<file path="config.mk">
export PLATFORM = sky130hd
export DESIGN_NAME = ifhc_dev_flat
export DESIGN_NICKNAME = d
export VERILOG_FILES = /design/src/verilog/ifhc_pkg.sv /design/src/verilog/ifhc_if.sv /design/src/verilog/ifhc_dev.sv /design/src/verilog/ifhc_fifo.sv /design/src/flat_wrapper.sv
export VERILOG_INCLUDE_DIRS = /design/src /design/src/verilog
export SDC_FILE = /design/constraint.sdc
export NUM_CORES = 2
export LEC_CHECK = 0
export ABC_AREA = 1
export BUFFER_PORTS_ARGS = -buffer_cell sky130_fd_sc_hd__buf_2
export CORE_MARGIN = 8
export CORE_UTILIZATION = 30
export DETAILED_ROUTE_END_ITERATION = 8
export PLACE_DENSITY_LB_ADDON = 0.25
export SYNTH_ARGS = -nofsm -noshare
export SYNTH_HDL_FRONTEND = slang
export SYNTH_SLANG_ARGS = --single-unit
</file>
<file path="constraint.sdc">
create_clock -name core_clk -period 4.7 [get_ports core_clk]
set_input_delay 1.175 -clock core_clk [delete_from_list [all_inputs] [get_ports core_clk]]
set_output_delay 1.175 -clock core_clk [all_outputs]
set_load 0.005 [all_outputs]
</file>
<file path="src/verilog/ifhc_map.svh">
`ifndef IFHC_MAP_SVH
`define IFHC_MAP_SVH
// header size and link byte width
`define IFHC_HDR_BYTES   28
`define IFHC_HDR_BITS    224
`define IFHC_BYTE_BITS   8
`define IFHC_TOP_BYTE    223:216
`define IFHC_CNT_FULL    5'h1c
`define IFHC_CNT_ONE     5'h01
`define IFHC_CNT_ZERO    5'h00
// common sections
`define IFHC_TS          223:192
`define IFHC_DST         191:128
`define IFHC_STACK       127:48
`define IFHC_LOW         47:0
`define IFHC_FMT         40:38
// inject format
`define IFHC_INJ_MASK    180:128
// tunnel rewrite format
`define IFHC_TR_UPD      189
`define IFHC_TR_SWAP     188
`define IFHC_TR_TPID     187:186
`define IFHC_TR_GIDX     183:174
`define IFHC_TR_GKIND    173
`define IFHC_TR_PROT     172
`define IFHC_TR_PDUOFS   171:166
`define IFHC_TR_KIND     165:163
`define IFHC_TR_CLS      162:147
`define IFHC_TR_TTL      146:139
`define IFHC_TR_SBIT     138
`define IFHC_TR_AFTER    134:133
`define IFHC_TR_STRIP    132:128
// unicast and multicast routing formats
`define IFHC_UC_LEG      182:176
`define IFHC_UC_MAC      175:128
`define IFHC_MC_GRP      151:142
`define IFHC_MC_LEG      141:135
`define IFHC_MC_COPY     134:128
// selector codes and checked values
`define IFHC_FMT_TUNNEL  3'h0
`define IFHC_FMT_UCAST   3'h1
`define IFHC_FMT_MCAST   3'h2
`define IFHC_FMT_INJECT  3'h3
`define IFHC_KIND_RSV    3'h6
`define IFHC_GKIND_RSV   1'h0
`endif

</file>
<file path="src/verilog/ifhc_pkg.sv">
package ifhc_pkg;
`include "ifhc_map.svh"

   typedef logic [`IFHC_HDR_BITS-1:0] ifhc_word_t;

   // all fields of every destination format
   typedef struct packed {
      logic [31:0] arrival_time_ns;
      logic [2:0]  destination_format;
      logic [52:0] port_mask;
      logic        routed_update_flag;
      logic        mac_exchange_flag;
      logic [1:0]  tag_protocol_select;
      logic [9:0]  generic_index;
      logic        generic_index_kind;
      logic        protection_on_flag;
      logic [5:0]  payload_halfword_offset;
      logic [2:0]  payload_kind;
      logic [15:0] classifier_match_result;
      logic [7:0]  label_hop_limit;
      logic        last_label_bottom_flag;
      logic [1:0]  payload_type_after_strip;
      logic [4:0]  halfword_strip_count;
      logic [6:0]  egress_router_leg;
      logic [47:0] next_hop_dest_mac;
      logic [9:0]  multicast_group_index;
      logic [6:0]  routed_copy_count;
      logic [79:0] stack_section;
      logic [47:0] low_fields;
   } ifhc_hdr_t;

   // build: unused and reserved bits stay zero
   function automatic ifhc_word_t ifhc_pack(input ifhc_hdr_t h);
      ifhc_word_t w;
      w = '0;
      w[`IFHC_TS]    = h.arrival_time_ns;
      w[`IFHC_STACK] = h.stack_section;
      w[`IFHC_LOW]   = h.low_fields;
      w[`IFHC_FMT]   = h.destination_format;
      case (h.destination_format)
         `IFHC_FMT_INJECT: w[`IFHC_INJ_MASK] = h.port_mask;
         `IFHC_FMT_TUNNEL:
         begin
            w[`IFHC_TR_UPD]    = h.routed_update_flag;
            w[`IFHC_TR_SWAP]   = h.mac_exchange_flag;
            w[`IFHC_TR_TPID]   = h.tag_protocol_select;
            w[`IFHC_TR_GIDX]   = h.generic_index;
            w[`IFHC_TR_GKIND]  = h.generic_index_kind;
            w[`IFHC_TR_PROT]   = h.protection_on_flag;
            w[`IFHC_TR_PDUOFS] = h.payload_halfword_offset;
            w[`IFHC_TR_KIND]   = h.payload_kind;
            w[`IFHC_TR_CLS]    = h.classifier_match_result;
            w[`IFHC_TR_TTL]    = h.label_hop_limit;
            w[`IFHC_TR_SBIT]   = h.last_label_bottom_flag;
            w[`IFHC_TR_AFTER]  = h.payload_type_after_strip;
            w[`IFHC_TR_STRIP]  = h.halfword_strip_count;
         end
         `IFHC_FMT_UCAST:
         begin
            w[`IFHC_UC_LEG] = h.egress_router_leg;
            w[`IFHC_UC_MAC] = h.next_hop_dest_mac;
         end
         `IFHC_FMT_MCAST:
         begin
            w[`IFHC_MC_GRP]  = h.multicast_group_index;
            w[`IFHC_MC_LEG]  = h.egress_router_leg;
            w[`IFHC_MC_COPY] = h.routed_copy_count;
         end
         default: w[`IFHC_DST] = '0;
      endcase
      return w;
   endfunction

   // parse: fields outside the selected format read zero
   function automatic ifhc_hdr_t ifhc_unpack(input ifhc_word_t w);
      ifhc_hdr_t h;
      h = '0;
      h.arrival_time_ns    = w[`IFHC_TS];
      h.stack_section      = w[`IFHC_STACK];
      h.low_fields         = w[`IFHC_LOW];
      h.destination_format = w[`IFHC_FMT];
      case (w[`IFHC_FMT])
         `IFHC_FMT_INJECT: h.port_mask = w[`IFHC_INJ_MASK];
         `IFHC_FMT_TUNNEL:
         begin
            h.routed_update_flag       = w[`IFHC_TR_UPD];
            h.mac_exchange_flag        = w[`IFHC_TR_SWAP];
            h.tag_protocol_select      = w[`IFHC_TR_TPID];
            h.generic_index            = w[`IFHC_TR_GIDX];
            h.generic_index_kind       = w[`IFHC_TR_GKIND];
            h.protection_on_flag       = w[`IFHC_TR_PROT];
            h.payload_halfword_offset  = w[`IFHC_TR_PDUOFS];
            h.payload_kind             = w[`IFHC_TR_KIND];
            h.classifier_match_result  = w[`IFHC_TR_CLS];
            h.label_hop_limit          = w[`IFHC_TR_TTL];
            h.last_label_bottom_flag   = w[`IFHC_TR_SBIT];
            h.payload_type_after_strip = w[`IFHC_TR_AFTER];
            h.halfword_strip_count     = w[`IFHC_TR_STRIP];
         end
         `IFHC_FMT_UCAST:
         begin
            h.egress_router_leg = w[`IFHC_UC_LEG];
            h.next_hop_dest_mac = w[`IFHC_UC_MAC];
         end
         `IFHC_FMT_MCAST:
         begin
            h.multicast_group_index = w[`IFHC_MC_GRP];
            h.egress_router_leg     = w[`IFHC_MC_LEG];
            h.routed_copy_count     = w[`IFHC_MC_COPY];
         end
         default: h.port_mask = '0;
      endcase
      return h;
   endfunction
endpackage

</file>
<file path="src/verilog/ifhc_if.sv">
`timescale 1ns/1ns
// byte streams: extract (device to cpu) and inject (cpu to device)
interface ifhc_if;
   logic       x_valid;
   logic       x_ready;
   logic       x_first;
   logic [7:0] x_data;
   logic       i_valid;
   logic       i_ready;
   logic       i_first;
   logic [7:0] i_data;
   modport dev_mp (output x_valid, x_first, x_data, i_ready,
                   input  x_ready, i_valid, i_first, i_data);
   modport cpu_mp (input  x_valid, x_first, x_data, i_ready,
                   output x_ready, i_valid, i_first, i_data);
endinterface

</file>
<file path="src/verilog/ifhc_dev.sv">
`timescale 1ns/1ns
// Function
// - header is 28 bytes, bits 223 to 0
// - bits 223:192 carry arrival time ns
// - inject: 191:181 zero, 53-bit port mask
// - builder zeroes every reserved field
// - tunnel: flag 189 updates hop count
// - tunnel: flag 188 exchanges MAC addresses
// - tunnel: 187:186 picks tag protocol identifier
// - tunnel: 10-bit generic index, kind bit 173
// - tunnel: payload offset 171:166, protection 172
// - tunnel: 165:163 payload kind, 6 reserved
// - tunnel: 162:147 classifier match result
// - tunnel: 146:139 label hop limit
// - tunnel: 138 last label bottom flag
// - tunnel: 134:133 header type after strip
// - tunnel: 132:128 halfwords stripped from start
// - unicast: leg 182:176, next-hop MAC
// - multicast: group 151:142, leg 141:135
// - multicast: 134:128 routed copy count
// - bits 127:48 hold stacking section
// - selector 40:38 picks destination format
module ifhc_dev #(
   parameter int FIFO_DEPTH = 32
) (
   // clock and reset
   input  wire logic              core_clk,
   input  wire logic              srst,
   // link to the cpu end
   ifhc_if.dev_mp                 lk,
   // extraction header from the pipeline
   input  wire ifhc_pkg::ifhc_hdr_t x_hdr,
   input  wire logic              x_start,
   output logic                   x_busy,
   // injected header to the pipeline
   output ifhc_pkg::ifhc_hdr_t    i_hdr,
   output logic                   i_valid,
   input  wire logic              i_ready,
   // rewriter controls decoded from the injected header
   output logic                   i_hop_update,
   output logic                   i_mac_exchange,
   output logic [1:0]             i_tpid_select,
   output logic [5:0]             i_strip_bytes,
   output logic [7:0]             i_pdu_start_byte,
   output logic                   i_fmt_error
);
   typedef enum logic [1:0] {
      IFHC_TX_IDLE,
      IFHC_TX_SEND
   } ifhc_tx_t;

   typedef struct packed {
      ifhc_tx_t            tx_state;
      logic [4:0]          tx_cnt;
      ifhc_pkg::ifhc_word_t tx_sh;
      logic [4:0]          rx_cnt;
      ifhc_pkg::ifhc_word_t rx_sh;
      ifhc_pkg::ifhc_hdr_t hdr;
      logic                hdr_valid;
      logic [5:0]          strip_bytes;
      logic [7:0]          pdu_start;
      logic                fmt_error;
   } ifhc_dev_st_t;

   ifhc_dev_st_t         st;
   ifhc_dev_st_t         next_st;
   logic [8:0]           f_out;
   logic                 f_valid;
   logic                 f_ready;
   ifhc_pkg::ifhc_word_t rx_word;
   ifhc_pkg::ifhc_hdr_t  rx_hdr;
   logic                 rx_take;
   logic                 rx_done;

   // inbound bytes pass through the buffer; its ready stalls the cpu end
   ifhc_fifo #(
      .WIDTH (9),
      .DEPTH (FIFO_DEPTH)
   ) u_fifo (
      .core_clk  (core_clk),
      .srst      (srst),
      .in_valid  (lk.i_valid),
      .in_ready  (lk.i_ready),
      .in_data   ({lk.i_first, lk.i_data}),
      .out_valid (f_valid),
      .out_ready (f_ready),
      .out_data  (f_out)
   );

   // drain while no parsed header waits
   assign f_ready = !st.hdr_valid || i_ready;
   assign rx_take = f_valid && f_ready;
   assign rx_word = {st.rx_sh[`IFHC_HDR_BITS-`IFHC_BYTE_BITS-1:0], f_out[7:0]};
   assign rx_done = rx_take && !f_out[8] && (st.rx_cnt == `IFHC_CNT_FULL - 5'h01);
   assign rx_hdr  = ifhc_pkg::ifhc_unpack(rx_word);

   // outbound byte stream, top byte first
   assign lk.x_valid = st.tx_state == IFHC_TX_SEND;
   assign lk.x_first = st.tx_cnt == `IFHC_CNT_FULL;
   assign lk.x_data  = st.tx_sh[`IFHC_TOP_BYTE];
   assign x_busy     = st.tx_state != IFHC_TX_IDLE;

   // registered outputs toward the pipeline
   assign i_hdr            = st.hdr;
   assign i_valid          = st.hdr_valid;
   assign i_hop_update     = st.hdr.routed_update_flag;
   assign i_mac_exchange   = st.hdr.mac_exchange_flag;
   assign i_tpid_select    = st.hdr.tag_protocol_select;
   assign i_strip_bytes    = st.strip_bytes;
   assign i_pdu_start_byte = st.pdu_start;
   assign i_fmt_error      = st.fmt_error;

   // extraction: build the full header, then send it byte by byte
   always_comb
   begin
      next_st = st;
      case (st.tx_state)
         IFHC_TX_IDLE:
         begin
            if (x_start)
            begin
               next_st.tx_sh    = ifhc_pkg::ifhc_pack(x_hdr);
               next_st.tx_cnt   = `IFHC_CNT_FULL;
               next_st.tx_state = IFHC_TX_SEND;
            end
         end
         IFHC_TX_SEND:
         begin
            if (lk.x_ready)
            begin
               next_st.tx_sh  = st.tx_sh << `IFHC_BYTE_BITS;
               next_st.tx_cnt = st.tx_cnt - 5'h01;
               if (st.tx_cnt == `IFHC_CNT_ONE)
                  next_st.tx_state = IFHC_TX_IDLE;
            end
         end
         default: next_st.tx_state = IFHC_TX_IDLE;
      endcase

      // injection: a first-marked byte restarts assembly
      if (st.hdr_valid && i_ready)
         next_st.hdr_valid = 1'b0;
      if (rx_take)
      begin
         next_st.rx_sh = rx_word;
         if (f_out[8])
            next_st.rx_cnt = `IFHC_CNT_ONE;
         else if (st.rx_cnt != `IFHC_CNT_ZERO)
            next_st.rx_cnt = st.rx_cnt + 5'h01;
         if (rx_done)
         begin
            next_st.rx_cnt    = `IFHC_CNT_ZERO;
            next_st.hdr       = rx_hdr;
            next_st.hdr_valid = 1'b1;
            // halfword counts turned into bytes for the rewriter
            next_st.strip_bytes = {rx_hdr.halfword_strip_count, 1'b0};
            next_st.pdu_start   = {1'b0, rx_hdr.halfword_strip_count, 1'b0}
                                + {1'b0, rx_hdr.payload_halfword_offset, 1'b0};
            // reserved selector, payload kind or index kind in tunnel format
            next_st.fmt_error = (rx_hdr.destination_format > `IFHC_FMT_INJECT)
               || ((rx_hdr.destination_format == `IFHC_FMT_TUNNEL)
                   && ((rx_hdr.payload_kind == `IFHC_KIND_RSV)
                       || (rx_hdr.generic_index_kind == `IFHC_GKIND_RSV)));
         end
      end
   end

   always_ff @(posedge core_clk)
   begin
      if (srst)
         st <= '0;
      else
         st <= next_st;
   end
endmodule // ifhc_dev

</file>
<file path="src/verilog/ifhc_fifo.sv">
`timescale 1ns/1ns
module ifhc_fifo #(
   parameter int WIDTH = 9,
   parameter int DEPTH = 32
) (
   // clock and reset
   input  wire logic             core_clk,
   input  wire logic             srst,
   // fill side
   input  wire logic             in_valid,
   output logic                  in_ready,
   input  wire logic [WIDTH-1:0] in_data,
   // drain side
   output logic                  out_valid,
   input  wire logic             out_ready,
   output logic [WIDTH-1:0]      out_data
);
   localparam int AW = $clog2(DEPTH);

   typedef struct packed {
      logic [AW-1:0] wr;
      logic [AW-1:0] rd;
      logic [AW:0]   count;
   } ifhc_fifo_st_t;

   ifhc_fifo_st_t    st;
   ifhc_fifo_st_t    next_st;
   logic [WIDTH-1:0] mem [DEPTH];
   logic             push;
   logic             pop;

   // honest flags from the occupancy count
   assign in_ready  = st.count != (AW+1)'(DEPTH);
   assign out_valid = st.count != '0;
   assign out_data  = mem[st.rd];
   assign push      = in_valid && in_ready;
   assign pop       = out_valid && out_ready;

   // pointer and count update
   always_comb
   begin
      next_st = st;
      if (push)
         next_st.wr = (st.wr == AW'(DEPTH-1)) ? '0 : st.wr + 1'b1;
      if (pop)
         next_st.rd = (st.rd == AW'(DEPTH-1)) ? '0 : st.rd + 1'b1;
      next_st.count = st.count + (AW+1)'(push) - (AW+1)'(pop);
   end

   always_ff @(posedge core_clk)
   begin
      if (srst)
         st <= '0;
      else
         st <= next_st;
      if (push)
         mem[st.wr] <= in_data;
   end
endmodule // ifhc_fifo

</file>
<file path="src/flat_wrapper.sv">
// flat-port wrapper written by rule: the top's interface ports become plain ports
module ifhc_dev_flat 
#(
   parameter int FIFO_DEPTH = 32
)
  (core_clk, srst, x_hdr, x_start, x_busy, i_hdr, i_valid, i_ready, i_hop_update, i_mac_exchange, i_tpid_select, i_strip_bytes, i_pdu_start_byte, i_fmt_error, lk_x_valid, lk_x_first, lk_x_data, lk_i_ready, lk_x_ready, lk_i_valid, lk_i_first, lk_i_data);
  ifhc_if lk_i ();
  input  wire logic core_clk;
  input  wire logic srst;
  input  wire ifhc_pkg::ifhc_hdr_t x_hdr;
  input  wire logic x_start;
  output logic x_busy;
  output ifhc_pkg::ifhc_hdr_t i_hdr;
  output logic i_valid;
  input  wire logic i_ready;
  output logic i_hop_update;
  output logic i_mac_exchange;
  output logic [1:0] i_tpid_select;
  output logic [5:0] i_strip_bytes;
  output logic [7:0] i_pdu_start_byte;
  output logic i_fmt_error;
  output wire logic [$bits(lk_i.x_valid)-1:0] lk_x_valid;
  output wire logic [$bits(lk_i.x_first)-1:0] lk_x_first;
  output wire logic [$bits(lk_i.x_data)-1:0] lk_x_data;
  output wire logic [$bits(lk_i.i_ready)-1:0] lk_i_ready;
  input wire logic [$bits(lk_i.x_ready)-1:0] lk_x_ready;
  input wire logic [$bits(lk_i.i_valid)-1:0] lk_i_valid;
  input wire logic [$bits(lk_i.i_first)-1:0] lk_i_first;
  input wire logic [$bits(lk_i.i_data)-1:0] lk_i_data;
  assign lk_x_valid = lk_i.x_valid;
  assign lk_x_first = lk_i.x_first;
  assign lk_x_data = lk_i.x_data;
  assign lk_i_ready = lk_i.i_ready;
  assign lk_i.x_ready = lk_x_ready;
  assign lk_i.i_valid = lk_i_valid;
  assign lk_i.i_first = lk_i_first;
  assign lk_i.i_data = lk_i_data;
  ifhc_dev #(.FIFO_DEPTH(FIFO_DEPTH)) u_core (.core_clk(core_clk), .srst(srst), .lk(lk_i), .x_hdr(x_hdr), .x_start(x_start), .x_busy(x_busy), .i_hdr(i_hdr), .i_valid(i_valid), .i_ready(i_ready), .i_hop_update(i_hop_update), .i_mac_exchange(i_mac_exchange), .i_tpid_select(i_tpid_select), .i_strip_bytes(i_strip_bytes), .i_pdu_start_byte(i_pdu_start_byte), .i_fmt_error(i_fmt_error));
endmodule
</file>
==> tab_implementation.tex <==
\begin{tabular}{lr}
\hline
Metric & Value \\
\hline
\multicolumn{2}{l}{\textbf{Outcome}} \\
\quad Run status & completed \\
\multicolumn{2}{l}{\textbf{STA}} \\
\quad Worst relative slew slack & 9.52\% \\
\quad Final Hold Viols & 0 \\
\quad Final slew viol count & 0 \\
\quad Clock Skew & a little over 60 ps \\
\quad Total Negative Setup Slacks & 0 ps \\
\quad Final cycle utilization of the critical path & about 76\% \\
\quad Maximum clock frequency & about 0.28 GHz \\
\quad Actual slew at the worst max-slew pin & 1360 ps \\
\quad Min setup slack post-route & 1110 ps \\
\quad Setup-violating endpoint count in the final report & 0 \\
\quad RSZ-0062 raised after global routing & false \\
\quad Fin crit period & about 3600 ps \\
\multicolumn{2}{l}{\textbf{Cells and area}} \\
\quad Non-filler instance count after layout & slightly above 8,000 \\
\quad Area Growth Syn to Fin & 14.0\% \\
\quad Final layout net count & roughly 6,400 \\
\quad \# fillers & roughly 17,000 \\
\quad Layout Cell Area excl Fill & approximately 54,000 µm² \\
\quad Fraction of layout cells with a size suffix above 1 & 16.5\% \\
\multicolumn{2}{l}{\textbf{Critical path}} \\
\quad Worst endpoint data arrival time & between 4000 and 5000 ps \\
\quad Data required time at the worst endpoint & 5300 ps \\
\quad Kind of start point of the critical path & flop \\
\quad Largest fanout on the critical path & 71 \\
\quad Setup crit end kind & flop \\
\quad Kind of critical path & reg2reg \\
\multicolumn{2}{l}{\textbf{Logic synthesis}} \\
\quad Mapped Cells & 5,882 \\
\quad Register area share after synthesis & 53.4\% \\
\quad Yosys synthesis warning count & 0 \\
\quad Per-instance average area after synthesis & between 7 and 8 µm² \\
\quad Number of distinct library cells after synthesis & 36 \\
\quad Cell Area, Synth & between 40,000 and 50,000 µm² \\
\quad Post-synth top flop & dfxtp\_1 \\
\quad Number of flops mapped to enable cells by yosys & around 290 \\
\quad Synth async-reset ratio & 0\% \\
\quad Share of the synthesized area in the top cell type & a little over a third \\
\quad Top cell type by total area after synthesis & dfxtp\_1 \\
\quad Most used standard cell by instance count after synthesis & nand2\_1 \\
\quad Leading cell types by count after synthesis & nand2\_1, nor2\_1, dfxtp\_1, o21ai\_0, buf\_4 \\
\quad Main area contributors after synthesis & dfxtp\_1, edfxtp\_1, nand2\_1 \\
\quad Number of synthesized register bits & about 1,100 \\
\multicolumn{2}{l}{\textbf{Power and ir drop}} \\
\quad Overall power consumption & between 20 and 30 mW \\
\quad P\_int & 18.2 mW \\
\quad Worst vdd ir & between 0.3 and 0.4 mV \\
\quad Combinational group share of total power & about a fifth \\
\quad Net Sw Frac & 33.9\% \\
\quad Leakage power & roughly 22 nW \\
\quad Pwr dens & approximately 510 nW/µm² \\
\quad Total net switching power & roughly 9.3 mW \\
\quad Proportion of power drawn by flip-flops and latches & 44.5\% \\
\quad Clock share of power & approximately a third \\
\multicolumn{2}{l}{\textbf{Global routing}} \\
\quad Global-route wire length before repair & 232,000 µm \\
\quad Vias in the first global route & roughly 37,000 \\
\quad Antenna violations before repair & 27 \\
\quad Global route total overflow & 0 \\
\quad Largest net degree at the start of global routing & 249 \\
\quad Global-route total usage across every layer & 17.5\% \\
\multicolumn{2}{l}{\textbf{Floorplanning}} \\
\quad Area of the die & between 150,000 and 200,000 µm² \\
\quad Y dimension of the die & slightly above 400 µm \\
\quad Placeable core region & 156,000 µm² \\
\quad Cell row count & 145 \\
\quad Effective utilization at floorplan & a little under a third \\
\quad Number of top-level design ports & about 740 \\
\quad Width of the chip & a little over 400 µm \\
\multicolumn{2}{l}{\textbf{Detailed routing}} \\
\quad First-pass detailed-route iteration total & 5 \\
\quad DRT iter0 DRCs & around 2,700 \\
\quad ANT nets after route & 0 \\
\quad Total number of vias & approximately 39,000 \\
\quad Number of vias per cell & between 4 and 5 \\
\quad Remaining DRCs & 0 \\
\quad Wire length reported by the detailed router & 158,000 µm \\
\quad Wirelength per Cell & approximately 19 µm \\
\multicolumn{2}{l}{\textbf{Clock network}} \\
\quad Cell at the root of the clock tree & clkbuf\_16 \\
\quad Hold buffer count at cts & 0 \\
\quad Clock tree from TritonCTS & done \\
\quad Setup bufs post-CTS & 0 \\
\quad CTS buffer count & about 120 \\
\quad Post-CTS sizing & 0 \\
\quad Max Buffers Root-to-Sink & 3 \\
\quad H-tree depth & 3 \\
\quad Source-to-sink clock delay at the later pin of the worst-skew pair & roughly 750 ps \\
\quad Clock-pin slew on the worst setup and hold paths & about 70 ps \\
\quad CTS sink count & approximately 1,100 \\
\multicolumn{2}{l}{\textbf{Place}} \\
\quad Number of I/O port buffers & around 730 \\
\quad Pre-CTS setup slack & between 800 and 900 ps \\
\quad \# placed instances & between 7,000 and 8,000 \\
\quad Cell area after placement & just under 50,000 µm² \\
\quad DP Wirelength & $\sim$110,000 µm \\
\quad Final weighted congestion in routability-driven placement & approximately 0.86 \\
\multicolumn{2}{l}{\textbf{Job}} \\
\quad Max capacitance violation total & 0 \\
\multicolumn{2}{l}{\textbf{Worst hold path}} \\
\quad Path type of the worst min-delay path & reg2reg \\
\quad Launch instance of the worst min-delay path & u\_core.st[644] \\
\hline
\end{tabular}
-- worst paths after layout --
kind                       endpoint  slack, ps  cells after the start
setup / recovery  u_core.i_hdr[150]       1110                     14
hold / removal       u_core.st[652]        450                      2
setup reg to reg  u_core.i_hdr[150]       1110                     14
hold reg to reg      u_core.st[652]        450                      2
-- metrics by stage --
step	hold slack [ps]	util (%)
2_1_floorplan	440	-
3_3_place_gp	449	31.8
3_5_place_dp	454	31.8
4_1_cts	447	34.3
5_1_grt	468	34.4
6_report	448	34.4
-- registers in the layout (all words and copies together) (netlist names), named ones only --
name                     cells
u_core.i_fmt_error           1
u_core.i_hdr               338
u_core.i_hop_update          1
u_core.i_mac_exchange        1
u_core.i_pdu_start_byte      7
u_core.i_tpid_select         2
u_core.i_valid               1
u_core.lk.x_data             8
u_core.rx_hdr              152
u_core.rx_word              64
u_core.st                  227
u_core.u_fifo.mem          288
u_core.u_fifo.st            16
-- power by group through the flow --
stage          Clock (mW)  Sequential [mW]  Combinational [mW]
2_1_floorplan           0             11.7                3.85
3_3_place_gp            0             12.4                5.57
3_5_place_dp            0             12.4                5.63
4_1_cts              9.94             12.2                5.66
5_1_grt              10.3             12.4                6.33
6_report             9.69             12.2                5.57
-- final cells by class --
| type | instances | area [µm²] | area share [%] |
|---|---|---|---|
| Sequential cell | 1111 | 25100 | 46.9 |
| Multi-Input combinational cell | 3916 | 17100 | 31.9 |
| Timing Repair Buffer | 802 | 4330 | 8.08 |
| Clock buffer | 170 | 3400 | 6.35 |
| Tap cell | 2058 | 2570 | 4.81 |
| Clock inverter | 51 | 637 | 1.19 |
| Inverter | 86 | 362 | 0.675 |
| Antenna cell | 21 | 52.6 | 0.0981 |
-- layout by cell type (no fill, tap or decap), types with 8 or more instances in the layout --
master     count
bufinv_16     10
nor2_1      1192
o21ai_0      727
nor3_1         9
buf_12        11
xor2_1         8
a31oi_1      155
diode_2       21
nand2_1     1349
nand4_1       26
ha_1          25
clkbuf_8      17
clkinv_1      12
inv_1         73
o31ai_1       33
edfxtp_1     288
nand3_1      156
clkinv_2      18
dfxtp_1      820
buf_2        731
clkbuf_1      31
clkbuf_16    122
buf_4         60
a21oi_1      201
-- critical path: stages (launching register included) --
cell     delay (ps)
dfxtp_4         670
inv_4           410
nand2_1         160
nand3_1          80
nand3_1         190
nand2_1          70
nand2_1          80
nand3_2         100
nand2_4         180
nand2_8         300
inv_16          390
buf_4           460
nand2_1         100
nand2_1          70
nor2_1           40
-- logic make-up after synthesis --
kind of cell             count (synthesis)  synth area share, %
buffers and inverters                  856                 10.3
AND/OR/NAND/NOR                       2747                 22.6
XOR/XNOR                                 9                0.168
AO/OA/AOI/OAI                         1131                 12.7
adder cells (fa/ha/maj)                 27                0.751
other                                    1              0.00798
flip-flops                            1111                 53.4
-- routing by layer --
| metal | wire length, µm | global-route usage [%] |
|---|---|---|
| met1 | 70400 | 23.2 |
| met2 | 73900 | 28.9 |
| met3 | 9450 | 3.44 |
| met4 | 3650 | 5.42 |
| met5 | 35 | 0 |
(Power assumes the default switching activity.)
